File: config.mk
export PLATFORM = sky130hd
export DESIGN_NAME = boundary_scan_test_ops
export DESIGN_NICKNAME = d
export VERILOG_FILES = /design/src/include/scan_ops_pkg.sv /design/src/design/boundary_scan_test_ops.sv
export SDC_FILE = /design/constraint.sdc
export NUM_CORES = 1
export LEC_CHECK = 0
export ABC_AREA = 1
export BUFFER_PORTS_ARGS = -buffer_cell sky130_fd_sc_hd__buf_2
export CAP_MARGIN = 30
export CORE_MARGIN = 2
export CORE_UTILIZATION = 50
export CTS_BUF_LIST = sky130_fd_sc_hd__clkbuf_16
export CTS_CLUSTER_DIAMETER = 120
export CTS_CLUSTER_SIZE = 16
export DETAILED_ROUTE_END_ITERATION = 12
export PLACE_DENSITY = 0.76
export REMOVE_ABC_BUFFERS = 1
export SYNTH_ARGS = -nofsm -noshare
export SYNTH_HDL_FRONTEND = slang
export SYNTH_SLANG_ARGS = --single-unit
export TNS_END_PERCENT = 50
File: constraint.sdc
create_clock -name clk -period 1.55 [get_ports clk]
set_clock_uncertainty 0.05 [all_clocks]
set_input_delay 0.2325 -clock clk [delete_from_list [all_inputs] [get_ports clk]]
set_output_delay 0.2325 -clock clk [all_outputs]
set_load 0.02 [all_outputs]
File: src/include/scan_ops_pkg.sv
package scan_ops_pkg;
  // boundary register layout: [7:0] input cells, [15:8] output cells, 16 output enable, 17 latch enable
  localparam int unsigned BR_WIDTH = 18;
  localparam int unsigned IN_LSB = 0;
  localparam int unsigned OUT_LSB = 8;
  localparam int unsigned OE_BIT = 16;
  localparam int unsigned LE_BIT = 17;
  localparam int unsigned CR_WIDTH = 2;
  localparam int unsigned IR_WIDTH = 8;
  localparam logic [6:0] OP_RUN_TEST = 7'h09;
  localparam logic [6:0] OP_READ_NORMAL = 7'h0a;
  localparam logic [6:0] OP_READ_TEST = 7'h0b;
  localparam logic [6:0] OP_CELL_TEST = 7'h0c;
  localparam logic [6:0] OP_TOGGLE = 7'h0d;
  localparam logic [6:0] OP_CTRL_NORMAL = 7'h0e;
  localparam logic [6:0] OP_CTRL_TEST = 7'h0f;
  localparam logic [1:0] RT_SAMPLE_TOGGLE = 2'h0;
  localparam logic [1:0] RT_PATTERN16 = 2'h1;
  localparam logic [1:0] RT_SIGNATURE16 = 2'h2;
  localparam logic [1:0] RT_COMBINED8 = 2'h3;
  // maximal-length feedback: x^16+x^14+x^13+x^11+1 and x^8+x^6+x^5+x^4+1
  localparam logic [15:0] POLY16 = 16'hb400;
  localparam logic [7:0] POLY8 = 8'hb8;
  localparam logic [BR_WIDTH-1:0] BR_RESET = 18'h00000;
  localparam logic [CR_WIDTH-1:0] CR_RESET = 2'h0;
  localparam logic [IR_WIDTH-1:0] IR_RESET = 8'h81;
  // register bus
  localparam logic [3:0] ADDR_IR = 4'h0;
  localparam logic [3:0] ADDR_CR = 4'h4;
  localparam logic [3:0] ADDR_BR = 4'h8;
  localparam logic [3:0] ADDR_STATUS = 4'hc;
endpackage

File: src/design/boundary_scan_test_ops.sv
`timescale 1ns/1ps
// Functional notes
// boundary read: boundary register in path, unchanged on capture
// self test: every cell captures its complement on capture, normal mode
// toggle outputs: bypass in path, bypass captures zero
// toggle outputs in idle: output shift stages invert on rise, shadows update on fall
// toggle outputs: input cells hold, pins not sampled, test mode
// control scan: control register in path, unchanged on capture
// controller loads the control register before a run test
// run-test operation decoded from control register bits 1:0
// operation runs only under run-test instruction in idle state
// cells 17 and 16 excluded from all run-test algorithms
// cell 16 still gates output drive during run tests
// sample/toggle: input stages sample pins on rise, shadows feed core
// sample/toggle: output stages invert on rise, shadows drive pins on fall
// pattern mode: 16-bit feedback register advances, shadows update on fall
// controller seeds the boundary register; all-zero seed stalls patterns
// signature mode: inputs folded into 16-bit signature on rise
// 16-bit signature mode: output shadows stay fixed
// combined mode: input stages compress into 8-bit signature
// combined mode: output stages run 8-bit pattern generator
// run-test instruction selects bypass, test mode, runs operation in idle
// inputs sampled on rising test clock, outputs change on falling
// maximal-length feedback polynomials chosen for both widths
// outside idle, run-test operations hold all stages and shadows
module boundary_scan_test_ops (
  input wire logic clk,
  input wire logic srst,
  input wire logic tck,
  input wire logic tdi,
  input wire logic [7:0] data_in,
  input wire logic capture_dr,
  input wire logic shift_dr,
  input wire logic update_dr,
  input wire logic run_idle,
  input wire logic [3:0] avs_address,
  input wire logic avs_read,
  input wire logic avs_write,
  input wire logic [31:0] avs_writedata,
  output logic [31:0] avs_readdata,
  output logic avs_waitrequest,
  output logic tdo,
  output logic [7:0] data_out,
  output logic data_out_oe,
  output logic [7:0] core_in,
  output logic test_mode
);
  localparam int unsigned W = scan_ops_pkg::BR_WIDTH;
  localparam int unsigned IL = scan_ops_pkg::IN_LSB;
  localparam int unsigned OL = scan_ops_pkg::OUT_LSB;

  // synchronisers: first stage read only by second
  logic [11:0] s1_q;
  logic [11:0] s2_q;
  logic tck_prev_q;
  always_ff @(posedge clk) begin
    if (srst) begin
      s1_q <= 12'h000;
      s2_q <= 12'h000;
      tck_prev_q <= 1'b0;
    end else begin
      s1_q <= {tck, tdi, capture_dr, shift_dr, data_in};
      s2_q <= s1_q;
      tck_prev_q <= s2_q[11];
    end
  end
  logic tck_s;
  logic tdi_s;
  logic cap_s;
  logic sh_s;
  logic [7:0] pin_s;
  assign tck_s = s2_q[11];
  assign tdi_s = s2_q[10];
  assign cap_s = s2_q[9];
  assign sh_s = s2_q[8];
  assign pin_s = s2_q[7:0];
  logic rise;
  logic fall;
  assign rise = tck_s & ~tck_prev_q;
  assign fall = ~tck_s & tck_prev_q;

  // level controls sampled too
  logic [1:0] l1_q;
  logic [1:0] l2_q;
  always_ff @(posedge clk) begin
    if (srst) begin
      l1_q <= 2'h0;
      l2_q <= 2'h0;
    end else begin
      l1_q <= {update_dr, run_idle};
      l2_q <= l1_q;
    end
  end
  logic upd_s;
  logic idle_s;
  assign upd_s = l2_q[1];
  assign idle_s = l2_q[0];

  // registers
  logic [scan_ops_pkg::IR_WIDTH-1:0] instr_q;
  logic [scan_ops_pkg::CR_WIDTH-1:0] ctrl_q;
  logic [W-1:0] shift_q;
  logic [W-1:0] shadow_q;
  logic bypass_q;

  logic [6:0] op;
  assign op = instr_q[6:0];
  logic sel_br;
  logic sel_cr;
  logic is_run;
  logic is_toggle;
  assign sel_br = (op == scan_ops_pkg::OP_READ_NORMAL) || (op == scan_ops_pkg::OP_READ_TEST) ||
                  (op == scan_ops_pkg::OP_CELL_TEST);
  assign sel_cr = (op == scan_ops_pkg::OP_CTRL_NORMAL) ||
                  (op == scan_ops_pkg::OP_CTRL_TEST);
  assign is_run = (op == scan_ops_pkg::OP_RUN_TEST);
  assign is_toggle = (op == scan_ops_pkg::OP_TOGGLE);
  logic active;
  assign active = is_run && idle_s;

  // next shift stages for run-test operations
  logic [W-1:0] run_d;
  logic [15:0] cur16;
  logic [15:0] nxt16;
  logic [7:0] in8;
  logic [7:0] out8;
  always_comb begin
    cur16 = shift_q[15:0];
    in8 = shift_q[OL-1:IL];
    out8 = shift_q[OL+7:OL];
    nxt16 = cur16;
    run_d = shift_q; // cells 17:16 untouched
    case (ctrl_q)
      scan_ops_pkg::RT_SAMPLE_TOGGLE: begin
        run_d[OL-1:IL] = pin_s;
        run_d[OL+7:OL] = ~out8;
      end
      scan_ops_pkg::RT_PATTERN16: begin
        nxt16 = {cur16[14:0], ^(cur16 & scan_ops_pkg::POLY16)};
        run_d[15:0] = nxt16;
      end
      scan_ops_pkg::RT_SIGNATURE16: begin
        nxt16 = {cur16[14:0], ^(cur16 & scan_ops_pkg::POLY16)} ^ {8'h00, pin_s};
        run_d[15:0] = nxt16;
      end
      default: begin
        run_d[OL-1:IL] = {in8[6:0], ^(in8 & scan_ops_pkg::POLY8)} ^ pin_s;
        run_d[OL+7:OL] = {out8[6:0], ^(out8 & scan_ops_pkg::POLY8)};
      end
    endcase
  end

  // shift stages: capture, shift, run-test on rising test clock
  logic bus_wr_br;
  assign bus_wr_br = avs_write && !avs_waitrequest && (avs_address == scan_ops_pkg::ADDR_BR);
  always_ff @(posedge clk) begin
    if (srst) begin
      shift_q <= scan_ops_pkg::BR_RESET;
    end else if (bus_wr_br) begin
      shift_q <= avs_writedata[W-1:0];
    end else if (rise) begin
      if (sel_br && cap_s) begin
        if (op == scan_ops_pkg::OP_CELL_TEST) begin
          shift_q <= ~shadow_q;
        end
      end else if (sel_br && sh_s) begin
        shift_q <= {tdi_s, shift_q[W-1:1]};
      end else if (active) begin
        shift_q <= run_d;
      end else if (is_toggle && idle_s) begin
        shift_q[OL+7:OL] <= ~shift_q[OL+7:OL];
      end
    end
  end

  // shadow latches update on falling test clock
  always_ff @(posedge clk) begin
    if (srst) begin
      shadow_q <= scan_ops_pkg::BR_RESET;
    end else if (fall) begin
      if (sel_br && upd_s && op != scan_ops_pkg::OP_CELL_TEST) begin
        shadow_q <= shift_q;
      end else if (active) begin
        if (ctrl_q != scan_ops_pkg::RT_SIGNATURE16) begin
          shadow_q[15:0] <= shift_q[15:0];
        end else begin
          shadow_q[OL-1:IL] <= shift_q[OL-1:IL];
        end
      end else if (is_toggle && idle_s) begin
        shadow_q[OL+7:OL] <= shift_q[OL+7:OL];
      end
    end
  end

  // control register and bypass
  always_ff @(posedge clk) begin
    if (srst) begin
      ctrl_q <= scan_ops_pkg::CR_RESET;
      bypass_q <= 1'b0;
    end else if (avs_write && !avs_waitrequest && avs_address == scan_ops_pkg::ADDR_CR) begin
      ctrl_q <= avs_writedata[1:0];
    end else if (rise) begin
      if (sel_cr && sh_s) begin
        ctrl_q <= {tdi_s, ctrl_q[1]}; // capture leaves it alone
      end
      if (!sel_br && !sel_cr && cap_s) begin
        bypass_q <= 1'b0;
      end else if (!sel_br && !sel_cr && sh_s) begin
        bypass_q <= tdi_s;
      end
    end
  end

  // instruction register loaded by software
  always_ff @(posedge clk) begin
    if (srst) begin
      instr_q <= scan_ops_pkg::IR_RESET;
    end else if (avs_write && !avs_waitrequest && avs_address == scan_ops_pkg::ADDR_IR) begin
      instr_q <= avs_writedata[7:0];
    end
  end

  // test data output changes on falling edge; pins follow shadows in test mode, synchronised inputs otherwise
  logic tm;
  assign tm = is_run || is_toggle || (op == scan_ops_pkg::OP_READ_TEST) ||
              (op == scan_ops_pkg::OP_CTRL_TEST);
  always_ff @(posedge clk) begin
    if (srst) begin
      tdo <= 1'b0;
      data_out <= 8'h00;
      data_out_oe <= 1'b0;
      core_in <= 8'h00;
      test_mode <= 1'b0;
    end else begin
      test_mode <= tm;
      if (tm) begin
        data_out <= shadow_q[OL+7:OL];
        data_out_oe <= ~shadow_q[scan_ops_pkg::OE_BIT];
        core_in <= shadow_q[OL-1:IL];
      end else begin
        data_out <= pin_s;
        data_out_oe <= 1'b1;
        core_in <= pin_s;
      end
      if (fall) begin
        tdo <= sel_br ? shift_q[0] : (sel_cr ? ctrl_q[0] : bypass_q);
      end
    end
  end

  // avalon slave: one wait cycle per access
  logic wait_q;
  always_ff @(posedge clk) begin
    if (srst) begin
      wait_q <= 1'b1;
    end else if ((avs_read || avs_write) && wait_q) begin
      wait_q <= 1'b0;
    end else begin
      wait_q <= 1'b1;
    end
  end
  assign avs_waitrequest = wait_q;
  always_ff @(posedge clk) begin
    if (srst) begin
      avs_readdata <= 32'h00000000;
    end else if (avs_read && wait_q) begin
      if (avs_address == scan_ops_pkg::ADDR_IR) begin
        avs_readdata <= {24'h000000, instr_q};
      end else if (avs_address == scan_ops_pkg::ADDR_CR) begin
        avs_readdata <= {30'h00000000, ctrl_q};
      end else if (avs_address == scan_ops_pkg::ADDR_BR) begin
        avs_readdata <= {14'h0000, shift_q};
      end else if (avs_address == scan_ops_pkg::ADDR_STATUS) begin
        avs_readdata <= {14'h0000, shadow_q};
      end else begin
        avs_readdata <= 32'h00000000;
      end
    end
  end

  hold_outside_a: assert property (@(posedge clk) disable iff (srst)
    (rise && !idle_s && !cap_s && !sh_s && !bus_wr_br) |=> $stable(shift_q))
    else $error("shift stages moved outside idle");
  ctrl_bits_a: assert property (@(posedge clk) disable iff (srst)
    (rise && active && !bus_wr_br) |=> shift_q[17:16] == $past(shift_q[17:16]))
    else $error("control cells changed in run test");
  self_test_a: assert property (@(posedge clk) disable iff (srst)
    (rise && cap_s && op == scan_ops_pkg::OP_CELL_TEST && !bus_wr_br) |=>
    shift_q == ~$past(shadow_q))
    else $error("self test capture wrong");
  read_keep_a: assert property (@(posedge clk) disable iff (srst)
    (rise && cap_s && sel_br && op != scan_ops_pkg::OP_CELL_TEST && !bus_wr_br) |=>
    $stable(shift_q))
    else $error("boundary read altered register");
  bypass_zero_a: assert property (@(posedge clk) disable iff (srst)
    (rise && cap_s && is_toggle && !avs_write) |=> !bypass_q)
    else $error("bypass did not capture zero");
  toggle_out_a: assert property (@(posedge clk) disable iff (srst)
    (rise && is_toggle && idle_s && !cap_s && !sh_s && !bus_wr_br) |=>
    shift_q[15:8] == ~$past(shift_q[15:8]) && $stable(shift_q[7:0]))
    else $error("toggle outputs wrong");
  sig_hold_a: assert property (@(posedge clk) disable iff (srst)
    (fall && active && ctrl_q == scan_ops_pkg::RT_SIGNATURE16 && !sel_br) |=>
    $stable(shadow_q[15:8]))
    else $error("output shadows changed in signature mode");
  oe_gate_a: assert property (@(posedge clk) disable iff (srst)
    (tm && $stable(tm)) |=> data_out_oe == !$past(shadow_q[16]))
    else $error("output enable not from cell");
  sample_in_a: assert property (@(posedge clk) disable iff (srst)
    (rise && active && ctrl_q == scan_ops_pkg::RT_SAMPLE_TOGGLE && !bus_wr_br) |=>
    shift_q[7:0] == $past(pin_s))
    else $error("inputs not sampled");
  run_c: cover property (@(posedge clk) rise && active);
  comb_c: cover property (@(posedge clk) rise && active && ctrl_q == scan_ops_pkg::RT_COMBINED8);
  tog_c: cover property (@(posedge clk) fall && is_toggle && idle_s);
  pat_c: cover property (@(posedge clk) rise && active && ctrl_q == scan_ops_pkg::RT_PATTERN16);
  sig_c: cover property (@(posedge clk) rise && active && ctrl_q == scan_ops_pkg::RT_SIGNATURE16);
  pattern_step_a: assert property (@(posedge clk) disable iff (srst)
    (rise && active && ctrl_q == scan_ops_pkg::RT_PATTERN16 && !bus_wr_br) |=>
    shift_q[15:0] == {$past(shift_q[14:0]), ^($past(shift_q[15:0]) & scan_ops_pkg::POLY16)})
    else $error("pattern step wrong");
  sig_step_a: assert property (@(posedge clk) disable iff (srst)
    (rise && active && ctrl_q == scan_ops_pkg::RT_SIGNATURE16 && !bus_wr_br) |=>
    shift_q[15:0] == ({$past(shift_q[14:0]), ^($past(shift_q[15:0]) & scan_ops_pkg::POLY16)} ^
    {8'h00, $past(pin_s)}))
    else $error("signature step wrong");
  comb_step_a: assert property (@(posedge clk) disable iff (srst)
    (rise && active && ctrl_q == scan_ops_pkg::RT_COMBINED8 && !bus_wr_br) |=>
    shift_q[15:8] == {$past(shift_q[14:8]), ^($past(shift_q[15:8]) & scan_ops_pkg::POLY8)} &&
    shift_q[7:0] == ({$past(shift_q[6:0]), ^($past(shift_q[7:0]) & scan_ops_pkg::POLY8)} ^
    $past(pin_s)))
    else $error("combined step wrong");
  sample_out_a: assert property (@(posedge clk) disable iff (srst)
    (rise && active && ctrl_q == scan_ops_pkg::RT_SAMPLE_TOGGLE && !bus_wr_br) |=>
    shift_q[15:8] == ~$past(shift_q[15:8]))
    else $error("outputs not toggled in sample mode");
  tdo_fall_a: assert property (@(posedge clk) disable iff (srst)
    !fall |=> $stable(tdo))
    else $error("test data output moved off falling edge");
  mode_level_a: assert property (@(posedge clk) disable iff (srst)
    1'b1 |=> test_mode == $past(tm))
    else $error("test mode level wrong");
endmodule

; ---- Word level (Yosys, flattened, before mapping)
; Index checks and enable logic that the tools add are counted.
[classes]
n_eq_ne = 16
mux = 29
n_bitwise = 10
reduce_logical = 48
[ops]
columns = cell, n
row1 = $mux 18, 9
row2 = $mux 8, 9
row3 = $eq 7x4->1 const B, 7
row4 = $pmux 16 s3, 1
row5 = $not 18->18, 1
row6 = $logic_and 1x1->1, 16
row7 = $mux 16, 1
row8 = $reduce_xor 16->1, 1
row9 = $reduce_xor 8->1, 2
row10 = $xor 16x8->16, 1
row11 = $reduce_and 3->1, 5
row12 = $reduce_bool 2->1, 5
row13 = $eq 4x4->1 const B, 2
row14 = $not 8->8, 1
row15 = $xor 8x8->8, 1
row16 = $logic_or 1x1->1, 7
row17 = $ne 7x4->1 const B, 1
row18 = $mux 1, 6
row19 = $mux 2, 3
row20 = $reduce_and 2->1, 3
row21 = $reduce_bool 3->1, 2
row22 = $reduce_bool 5->1, 1
row23 = $eq 4x3->1 const B, 1
row24 = $logic_not 4->1, 1
row25 = other kinds (10), 16
[word_totals]
ff_bits = 128
inputBits = 54
elab_cells = 124

; ---- Depth between registers and ports, before layout
; Gate-level depths: netlist of run 1.
[depth]
word_depth = 8
mapped_depth = 14

; ---- Worst setup path after synthesis of run 1
; Ideal clock, no wire load.
[synth_timing]
kind = register to register
start = register wait_q, in the netlist avs_waitrequest
end = register shift_q[9]
setup_time_ps = 119
arrival_time_ps = 1554
t_required_ps = 1381
path_slack_ps = -173
path_stages_with_launch = 12
synth_period_minus_slack_ps = 1723
path_cell_list = dfxtp_1 nor2_1 inv_1 nor2_8 inv_2 nand2_1 inv_2 nand2_4 o21ai_4 inv_2 o21ai_0 a21oi_1
[synth_via]
elab_chain_cells = 5
[synth_rtl]
columns = element, line
row1 = "start, declared", boundary_scan_test_ops.sv:252  ; logic wait_q;
row2 = "start signal, assigned", boundary_scan_test_ops.sv:255  ; wait_q <= 1'b1;
row3 = "start signal, assigned", boundary_scan_test_ops.sv:257  ; wait_q <= 1'b0;
row4 = "start signal, assigned", boundary_scan_test_ops.sv:259  ; wait_q <= 1'b1;
row5 = $logic_not 1->1 (*), boundary_scan_test_ops.sv:155  ; assign bus_wr_br = avs_write && !avs_waitrequest && (avs_address == scan_ops_pkg::ADDR_BR);
row6 = $logic_and 1x1->1 (*) (2 in a row), boundary_scan_test_ops.sv:155
row7 = "$ne 3x3->1 (no source line), or another cell as far along", --
row8 = $reduce_and 3->1 (no source line), --
row9 = "end signal, assigned", boundary_scan_test_ops.sv:158  ; shift_q <= scan_ops_pkg::BR_RESET;
row10 = "end signal, assigned", boundary_scan_test_ops.sv:160  ; shift_q <= avs_writedata[W-1:0];
row11 = "end signal, assigned", boundary_scan_test_ops.sv:164  ; shift_q <= ~shadow_q;
row12 = "end, declared", boundary_scan_test_ops.sv:102  ; logic [W-1:0] shift_q;
; Mark *: on every way between the ends. The rest lies on a longest branch, timed or not.
; A chain may end at the register's enable or synchronous reset.

; ---- Final worst setup path of run 1
[layout_timing]
start = register instr_q[4] in the netlist's numbering
end = register shadow_q[8]
[layout_via]
elab_chain_cells = 7
[layout_rtl]
columns = element, line
row1 = "start, declared", boundary_scan_test_ops.sv:100  ; logic [scan_ops_pkg::IR_WIDTH-1:0] instr_q;
row2 = "start signal, assigned", boundary_scan_test_ops.sv:217  ; instr_q <= scan_ops_pkg::IR_RESET;
row3 = "start signal, assigned", boundary_scan_test_ops.sv:219  ; instr_q <= avs_writedata[7:0];
row4 = $eq 7x4->1, boundary_scan_test_ops.sv:112  ; assign sel_br = (op == scan_ops_pkg::OP_READ_NORMAL) || (op == scan_ops_pkg::OP_READ_TEST) ||
row5 = $logic_or 1x1->1 (2 in a row), boundary_scan_test_ops.sv:112
row6 = $logic_and 1x1->1 (2 in a row), boundary_scan_test_ops.sv:181  ; if (sel_br && upd_s && op != scan_ops_pkg::OP_CELL_TEST) begin
row7 = $ne 3x1->1 (no source line) / $reduce_bool 3->1 (equally long branches), --
row8 = $reduce_and 3->1 (no source line), --
row9 = "end signal, assigned", boundary_scan_test_ops.sv:179  ; shadow_q <= scan_ops_pkg::BR_RESET;
row10 = "end signal, assigned", boundary_scan_test_ops.sv:182  ; shadow_q <= shift_q;
row11 = "end signal, assigned", boundary_scan_test_ops.sv:185  ; shadow_q[15:0] <= shift_q[15:0];
row12 = "end, declared", boundary_scan_test_ops.sv:103  ; logic [W-1:0] shadow_q;
; Parallel ways exist; a longest one is shown, timed or not.

==> flow_summary.yaml, run 1 <==
synthesis:
  postSynthCellCount: 762
  synth_top_area_share_pct: 42.1
  synth_compound_area_share_pct: 20.0
  ys_top_cells_by_area: "dfxtp_1, nand2_1, inv_1, o21ai_0, a21oi_1"
  synth_top_family_by_area: "simple AND/OR/NAND/NOR gates"
  yosys.area.top_type: "dfxtp_1"
  netlist_area_um2: 5420
  synth_simple_gate_area_share_pct: 23.0
  seq_area_frac_synth_pct: 42.1
  synth_edf_count: 0
  yosysMostFrequentCell: "nand2_1"
  synthXorXnorAreaFrac_pct: 1.94
  ys_async_sr_fraction_pct: 0
  synth-adder-area-share_pct: 0
  syn_area_per_cell_um2: 7.11
  synth_warnings: 0
  synthFlopType: "dfxtp_1"
  synth_cell_types: 43
  synthMuxAreaShare_pct: 0
  ys_ff_latch: 114
  synthTopCellsByCount: "nand2_1, dfxtp_1, inv_1"
routing:
  drtIter0Drc: 699
  drtPass1Iterations: 6
  via_per_inst: 5.65
  routedWlPerCell_um: 16.7
  num_vias: 6125
  ant_nets: 0
  drc: 0
  wirelength_um: 18100
timing:
  setup_ws_ns: -0.260
  rsz0062_at_grt: "true"
  period_share_pct: 117
  hold_ws_ns: 0.0238
  max_freq_mhz: 553
  setup_viol: 38
  hold_violations: 0
  fin_crit_ns: 1.81
  slew_violations: 0
setup_path:
  rr_endpoint: "shadow_q[8]"
  worst_ep_arrival_time_ns: 2.06
  crit_path_start: "instr_q[4]"
  path_class: "flip-flop to flip-flop"
  cp-end-kind: "flip-flop"
  required_ns: 1.80
  reg2reg_from: "instr_q[4]"
  worst_setup_path_start_kind: "flip-flop"
  cp_max_fo: 16
  worstRegToRegCells: 11
  endpoint: "shadow_q[8]"
  reg2reg_slack_ns: -0.26
hold_path:
  min-delay-path-class: "input port to flip-flop"
placement:
  preCtsSetupSlack_ns: -0.296
  place_area_um2: 6400
  hpwl_um: 11200
  gp_congestion: 0.981
  port_buffers: 77
  placedCellCount: 1026
clock_network:
  cts.sinks: 114
  clk_latency_ns: 0.41
  cts_tree: "done"
  clock_path_buffers: 2
  cts_buffers: 17
  htree_levels: 4
  root_buffer: "clkbuf_16"
  path_clk_slew_ns: 0.06
global_routing:
  antenna_found_initial: 0
  grt_pass1_wl_um: 26700
  grt_overflow_total: 0
  grt_pass1_vias: 5394
  grt_start_max_net_pins: 54
  grt_usage_pct: 29.3
outcome:
  outcome: "finished, violations left"
  failed_checks: "setup timing"
layout:
  drive_above_1_share_pct: 32.4
  fin_cells: 1085
  syn_to_final_growth_pct: 41.4
  final_cell_area_um2: 7660
  final_nets: 986
  diodes: 0
power_and_ir_drop:
  p_total_uw: 7350
  irDropWorstVdd_uv: 734
  p_per_area_nw_per_um2: 960
  cellLeakagePower_uw: 0.00346
job:
  max-cap-violations: 0
floorplan:
  die_width_um: 108
  pin_count: 106
  die-area_um2: 11700
  die_h_um: 108
  start_util_pct: 50.7
  core-area_um2: 10700
  fp-row-count: 38
[flip-flops by register name, indices dropped and copies added, names as in the netlist, 2 cells and up]
signal        count
ctrl_q            2
shift_q          18
core_in           8
s2_q             12
shadow_q         18
avs_readdata     18
l2_q              2
instr_q           8
l1_q              2
data_out          8
s1_q             12
[power by group]
part           internal (uW)  switching [uW]  total [uW]
clock network           2350            1430        3780
registers               3000            44.0        3040
logic                    207             325         532
[cell families after synthesis]
group | after synthesis
AO/OA/AOI/OAI | 194
XOR/XNOR | 12
buffers and inverters | 159
flip-flops | 114
other | 1
AND/OR/NAND/NOR | 282
[worst min-delay path by stage]
stage	slack (ns)	end	cells after the start	startpoint
floorplan	0.24	shift_q[6]	1	srst
global placement	0.34	s2_q[8]	2	s1_q[8]
detailed placement	0.34	s2_q[3]	2	s1_q[3]
CTS	0.03	instr_q[7]	3	avs_writedata[7]
global route	0.05	instr_q[7]	3	avs_writedata[7]
finish	0.02	instr_q[7]	3	avs_writedata[7]
[what timing repair did]
action | in CTS | in global routing
hold buffers | 16 | 0
setup endpoints to repair | 39 | 62
hold endpoints to repair | 15 | 0
buffers inserted | 7 | 2
gates resized for setup | 68 | 95
gates cloned | 0 | 2
pin swaps | 12 | 14
[critical path, cell delays in order (launching register included)]
cell	delay, ns
dfxtp_2	0.33
nor2_4	0.18
nand2_4	0.09
buf_4	0.15
nor2_4	0.07
nand4_1	0.13
o21ai_1	0.19
buf_4	0.14
nor2_4	0.04
buf_12	0.14
o21ai_2	0.11
a21oi_1	0.06
[cell type report]
class / instances / area (um2)
Clock buffer: 17 / 425
Clock inverter: 15 / 144
Fill cell: 749 / 3040
Inverter: 115 / 444
Multi-Input combinational cell: 503 / 2890
Sequential cell: 114 / 2300
Tap cell: 140 / 175
Timing Repair Buffer: 181 / 1290
[cells in the final DEF, fill, tap and decap left out, types with 5 or more instances in the layout]
cell / netlist / final
buf_6: 5 / 7
inv_4: 0 / 5
a21oi_1: 62 / 56
o22ai_1: 14 / 13
o21ai_2: 1 / 20
buf_4: 15 / 76
o21ai_0: 64 / 27
buf_2: 7 / 77
dfxtp_1: 114 / 107
nor2_1: 78 / 70
o211ai_1: 5 / 5
nand2_2: 6 / 12
conb_1: 1 / 14
nor2_4: 3 / 9
o21ai_1: 23 / 39
nand2_4: 2 / 9
xnor2_1: 9 / 9
nand3_1: 30 / 25
inv_2: 5 / 11
a31oi_1: 9 / 9
dlygate4sd3_1: 0 / 16
clkbuf_16: 0 / 17
inv_1: 107 / 98
o221ai_1: 9 / 9
a21oi_2: 3 / 9
nand2_1: 143 / 128
nand3_4: 1 / 5
[layer usage]
| metal | part of all wire (%) | global-route usage [%] | vias to the layer above |
|---|---|---|---|
| met5 | 0 | 0 | - |
| met4 | 5.2 | 13.3 | 0 |
| met3 | 11 | 4.76 | 114 |
| met2 | 46 | 47.0 | 438 |
| met1 | 38 | 38.8 | 2779 |
| li1 | - | - | 2794 |
[per-stage QoR]
stage / TNS (ns) / utilization [%]
floorplan: -4.78 / -
detailed placement: -5.82 / 59.8
finish: -5.11 / 71.6
CTS: -1.72 / 69.0
global placement: -5.08 / 59.8
global route: -7.91 / 71.6
Power figures use the tool's default switching activity.
==> inputs of run 2 (changes only) <==
--- a/config.mk
+++ b/config.mk
@@ -8,13 +8,16 @@
 export ABC_AREA = 1
 export BUFFER_PORTS_ARGS = -buffer_cell sky130_fd_sc_hd__buf_2
 export CAP_MARGIN = 30
+export CELL_PAD_IN_SITES_DETAIL_PLACEMENT = 1
+export CELL_PAD_IN_SITES_GLOBAL_PLACEMENT = 1
 export CORE_MARGIN = 2
-export CORE_UTILIZATION = 50
+export CORE_UTILIZATION = 36
 export CTS_BUF_LIST = sky130_fd_sc_hd__clkbuf_16
 export CTS_CLUSTER_DIAMETER = 120
 export CTS_CLUSTER_SIZE = 16
 export DETAILED_ROUTE_END_ITERATION = 12
-export PLACE_DENSITY = 0.76
+export HOLD_SLACK_MARGIN = 0.08
+export PLACE_DENSITY = 0.77
 export REMOVE_ABC_BUFFERS = 1
 export SYNTH_ARGS = -nofsm -noshare
 export SYNTH_HDL_FRONTEND = slang
==> run 2 against run 1 <==
The flow still finishes with violations (setup timing). Utilization shrank 18 points. Register-to-register slack lost 0.05 ns. Global-route usage fell by 3.2 points. Flip-flop and latch count unchanged. Combinational power barely moved.
==> flow_summary.yaml, run 2 (synthesized netlist as in run 1, its figures left out) <==
outcome:
  outcome: "finished, violations left"
  failed_checks: "setup timing"
routing:
  drc: 0
  drtPass1Iterations: 5
  via_per_inst: 5.32
  num_vias: 6071
  ant_nets: 0
  drtIter0Drc: 413
  wirelength_um: 21500
  routedWlPerCell_um: 18.8
layout:
  final_nets: 998
  fill_cells: 1806
  syn_to_final_growth_pct: 44.5
  top_regs: "avs_readdata: 18 flops, shadow_q: 18 flops, shift_q: 18 flops"
  fin_util_pct: 53.5
  multi_input_area_um2: 2800
  final_cell_mix: "nand2_1, dfxtp_1, inv_1, buf_4, buf_2"
  drive_above_1_share_pct: 31.3
  regArea_um2: 2300
  diodes: 0
  final_common_cell: "nand2_1"
  final_cell_area_um2: 7830
timing:
  fin_crit_ns: 1.86
  period_share_pct: 120
  setup_viol: 41
  fin_setup_tns_ns: -9.19
  max_freq_mhz: 537
  hold_violations: 0
  rsz0062_at_grt: "true"
  slew_violations: 0
  setup_ws_ns: -0.313
global_routing:
  grt_usage_pct: 26.1
  grt_start_max_net_pins: 54
  grt_pass1_wl_um: 32500
  antenna_found_initial: 0
  grt_overflow_total: 0
  grt_pass1_vias: 6182
floorplan:
  die_width_um: 127
  fp-row-count: 44
  start_util_pct: 37.0
  die_h_um: 127
  pin_count: 106
  die-area_um2: 16100
  core-area_um2: 14600
setup_path:
  reg2reg_slack_ns: -0.31
  required_ns: 1.80
  crit_path_cell_trace: "nor2_4, buf_6, nand4_4, nand2_8, nand2_8, buf_12, buf_12, o21ai_2, inv_1, nand2_1, nand2_1, nand2_1, a21oi_2"
  critPathMaxStageDelay_ns: 0.33
  reg2reg_from: "instr_q[4]"
  worst_path_max_delay_cell: "dfxtp_2"
  path_class: "flip-flop to flip-flop"
  worst_path_most_repeated_cell: "nand2_1"
  crit_path_start: "instr_q[4]"
  crit_family: "simple AND/OR/NAND/NOR gates"
  worstRegToRegCells: 13
  worst-path-buf-inv: 4
  rr_endpoint: "shift_q[8]"
  cp-end-kind: "flip-flop"
  worst_ep_arrival_time_ns: 2.12
  cp_max_fo: 5
  worst_setup_path_start_kind: "flip-flop"
power_and_ir_drop:
  p_total_uw: 7660
  swShare_pct: 25.1
  p_sw_uw: 1920
  internal-power_uw: 5740
  p_clk_share_pct: 53.3
  cellLeakagePower_uw: 0.00353
  comb_power_share_pct: 7.0
  p_per_area_nw_per_um2: 978
  irDropWorstVdd_uv: 767
  seq_power_share_pct: 39.7
clock_network:
  clock_path_buffers: 2
  htree_levels: 4
  clk_latency_ns: 0.43
  cts_tree: "done"
  cts.sinks: 114
  cts_buffers: 17
  root_buffer: "clkbuf_16"
  path_clk_slew_ns: 0.06
placement:
  gp_congestion: 0.909
  place_area_um2: 6530
  port_buffers: 77
  hpwl_um: 13800
hold_path:
  holdCritStartpoint: "avs_writedata[3]"
  hold_end: "shift_q[3]"
  whs_path_depth: 5
  min-delay-path-class: "input port to flip-flop"
job:
  max-cap-violations: 0
run 2: worst max-delay path by stage:
| stage | endpoint | cells after the start | slack [ns] |
|---|---|---|---|
| 2_1_floorplan | shift_q[9] | 11 | -0.33 |
| 3_3_place_gp | shift_q[3] | 12 | -0.21 |
| 3_5_place_dp | shift_q[1] | 11 | -0.26 |
| 4_1_cts | shift_q[11] | 13 | -0.20 |
| 5_1_grt | shift_q[10] | 13 | -0.41 |
| 6_report | shift_q[8] | 13 | -0.31 |
run 2: power by group through the flow:
stage	combinational, uW	sequential [uW]	clock [uW]
finish	533	3040	4080
global route	575	3050	4270
CTS	503	3040	4110
detailed placement	449	3110	0
global placement	440	3100	0
floorplan	185	3140	0
run 2: area by class of cell:
class,count,share of cell area [%]
clock buffers,17,5.43
flip-flops and latches,114,29.3
repair buffers,194,18.5
multi-input cells,502,35.8
well taps,184,2.94
clock inverters,15,2.33
inverters,115,5.67
run 2: worst register-to-register path, cell delays in order (launching register included):
cell     delay [ns]
dfxtp_2        0.33
nor2_4         0.17
buf_6          0.13
nand4_4        0.15
nand2_8        0.16
nand2_8        0.08
buf_12         0.16
buf_12         0.13
o21ai_2        0.12
inv_1          0.05
nand2_1        0.06
nand2_1        0.05
nand2_1        0.07
a21oi_2        0.05
run 2: what timing repair did:
item,in CTS,in global routing
gates resized for setup,54,85
gates cloned,0,1
setup buffers,6,5
hold buffers,20,0
pin swaps,4,23
hold endpoints to repair,19,0
endpoints found under the setup margin,43,71
run 2: routing by layer:
layer | routed length (um) | GRT usage, %
met4 | 748 | 11.4
met3 | 1240 | 5.95
met2 | 10600 | 44.6
met1 | 8920 | 31.5
met5 | 0 | 0
run 2: stage by stage:
stage               std cells  setup slack, ns  hold WS, ns
global route             1141           -0.409        0.135
global placement         1079           -0.210        0.340
detailed placement       1079           -0.262        0.347
CTS                      1137           -0.203       0.0865
finish                   1141           -0.313        0.117
floorplan                 731           -0.334        0.245
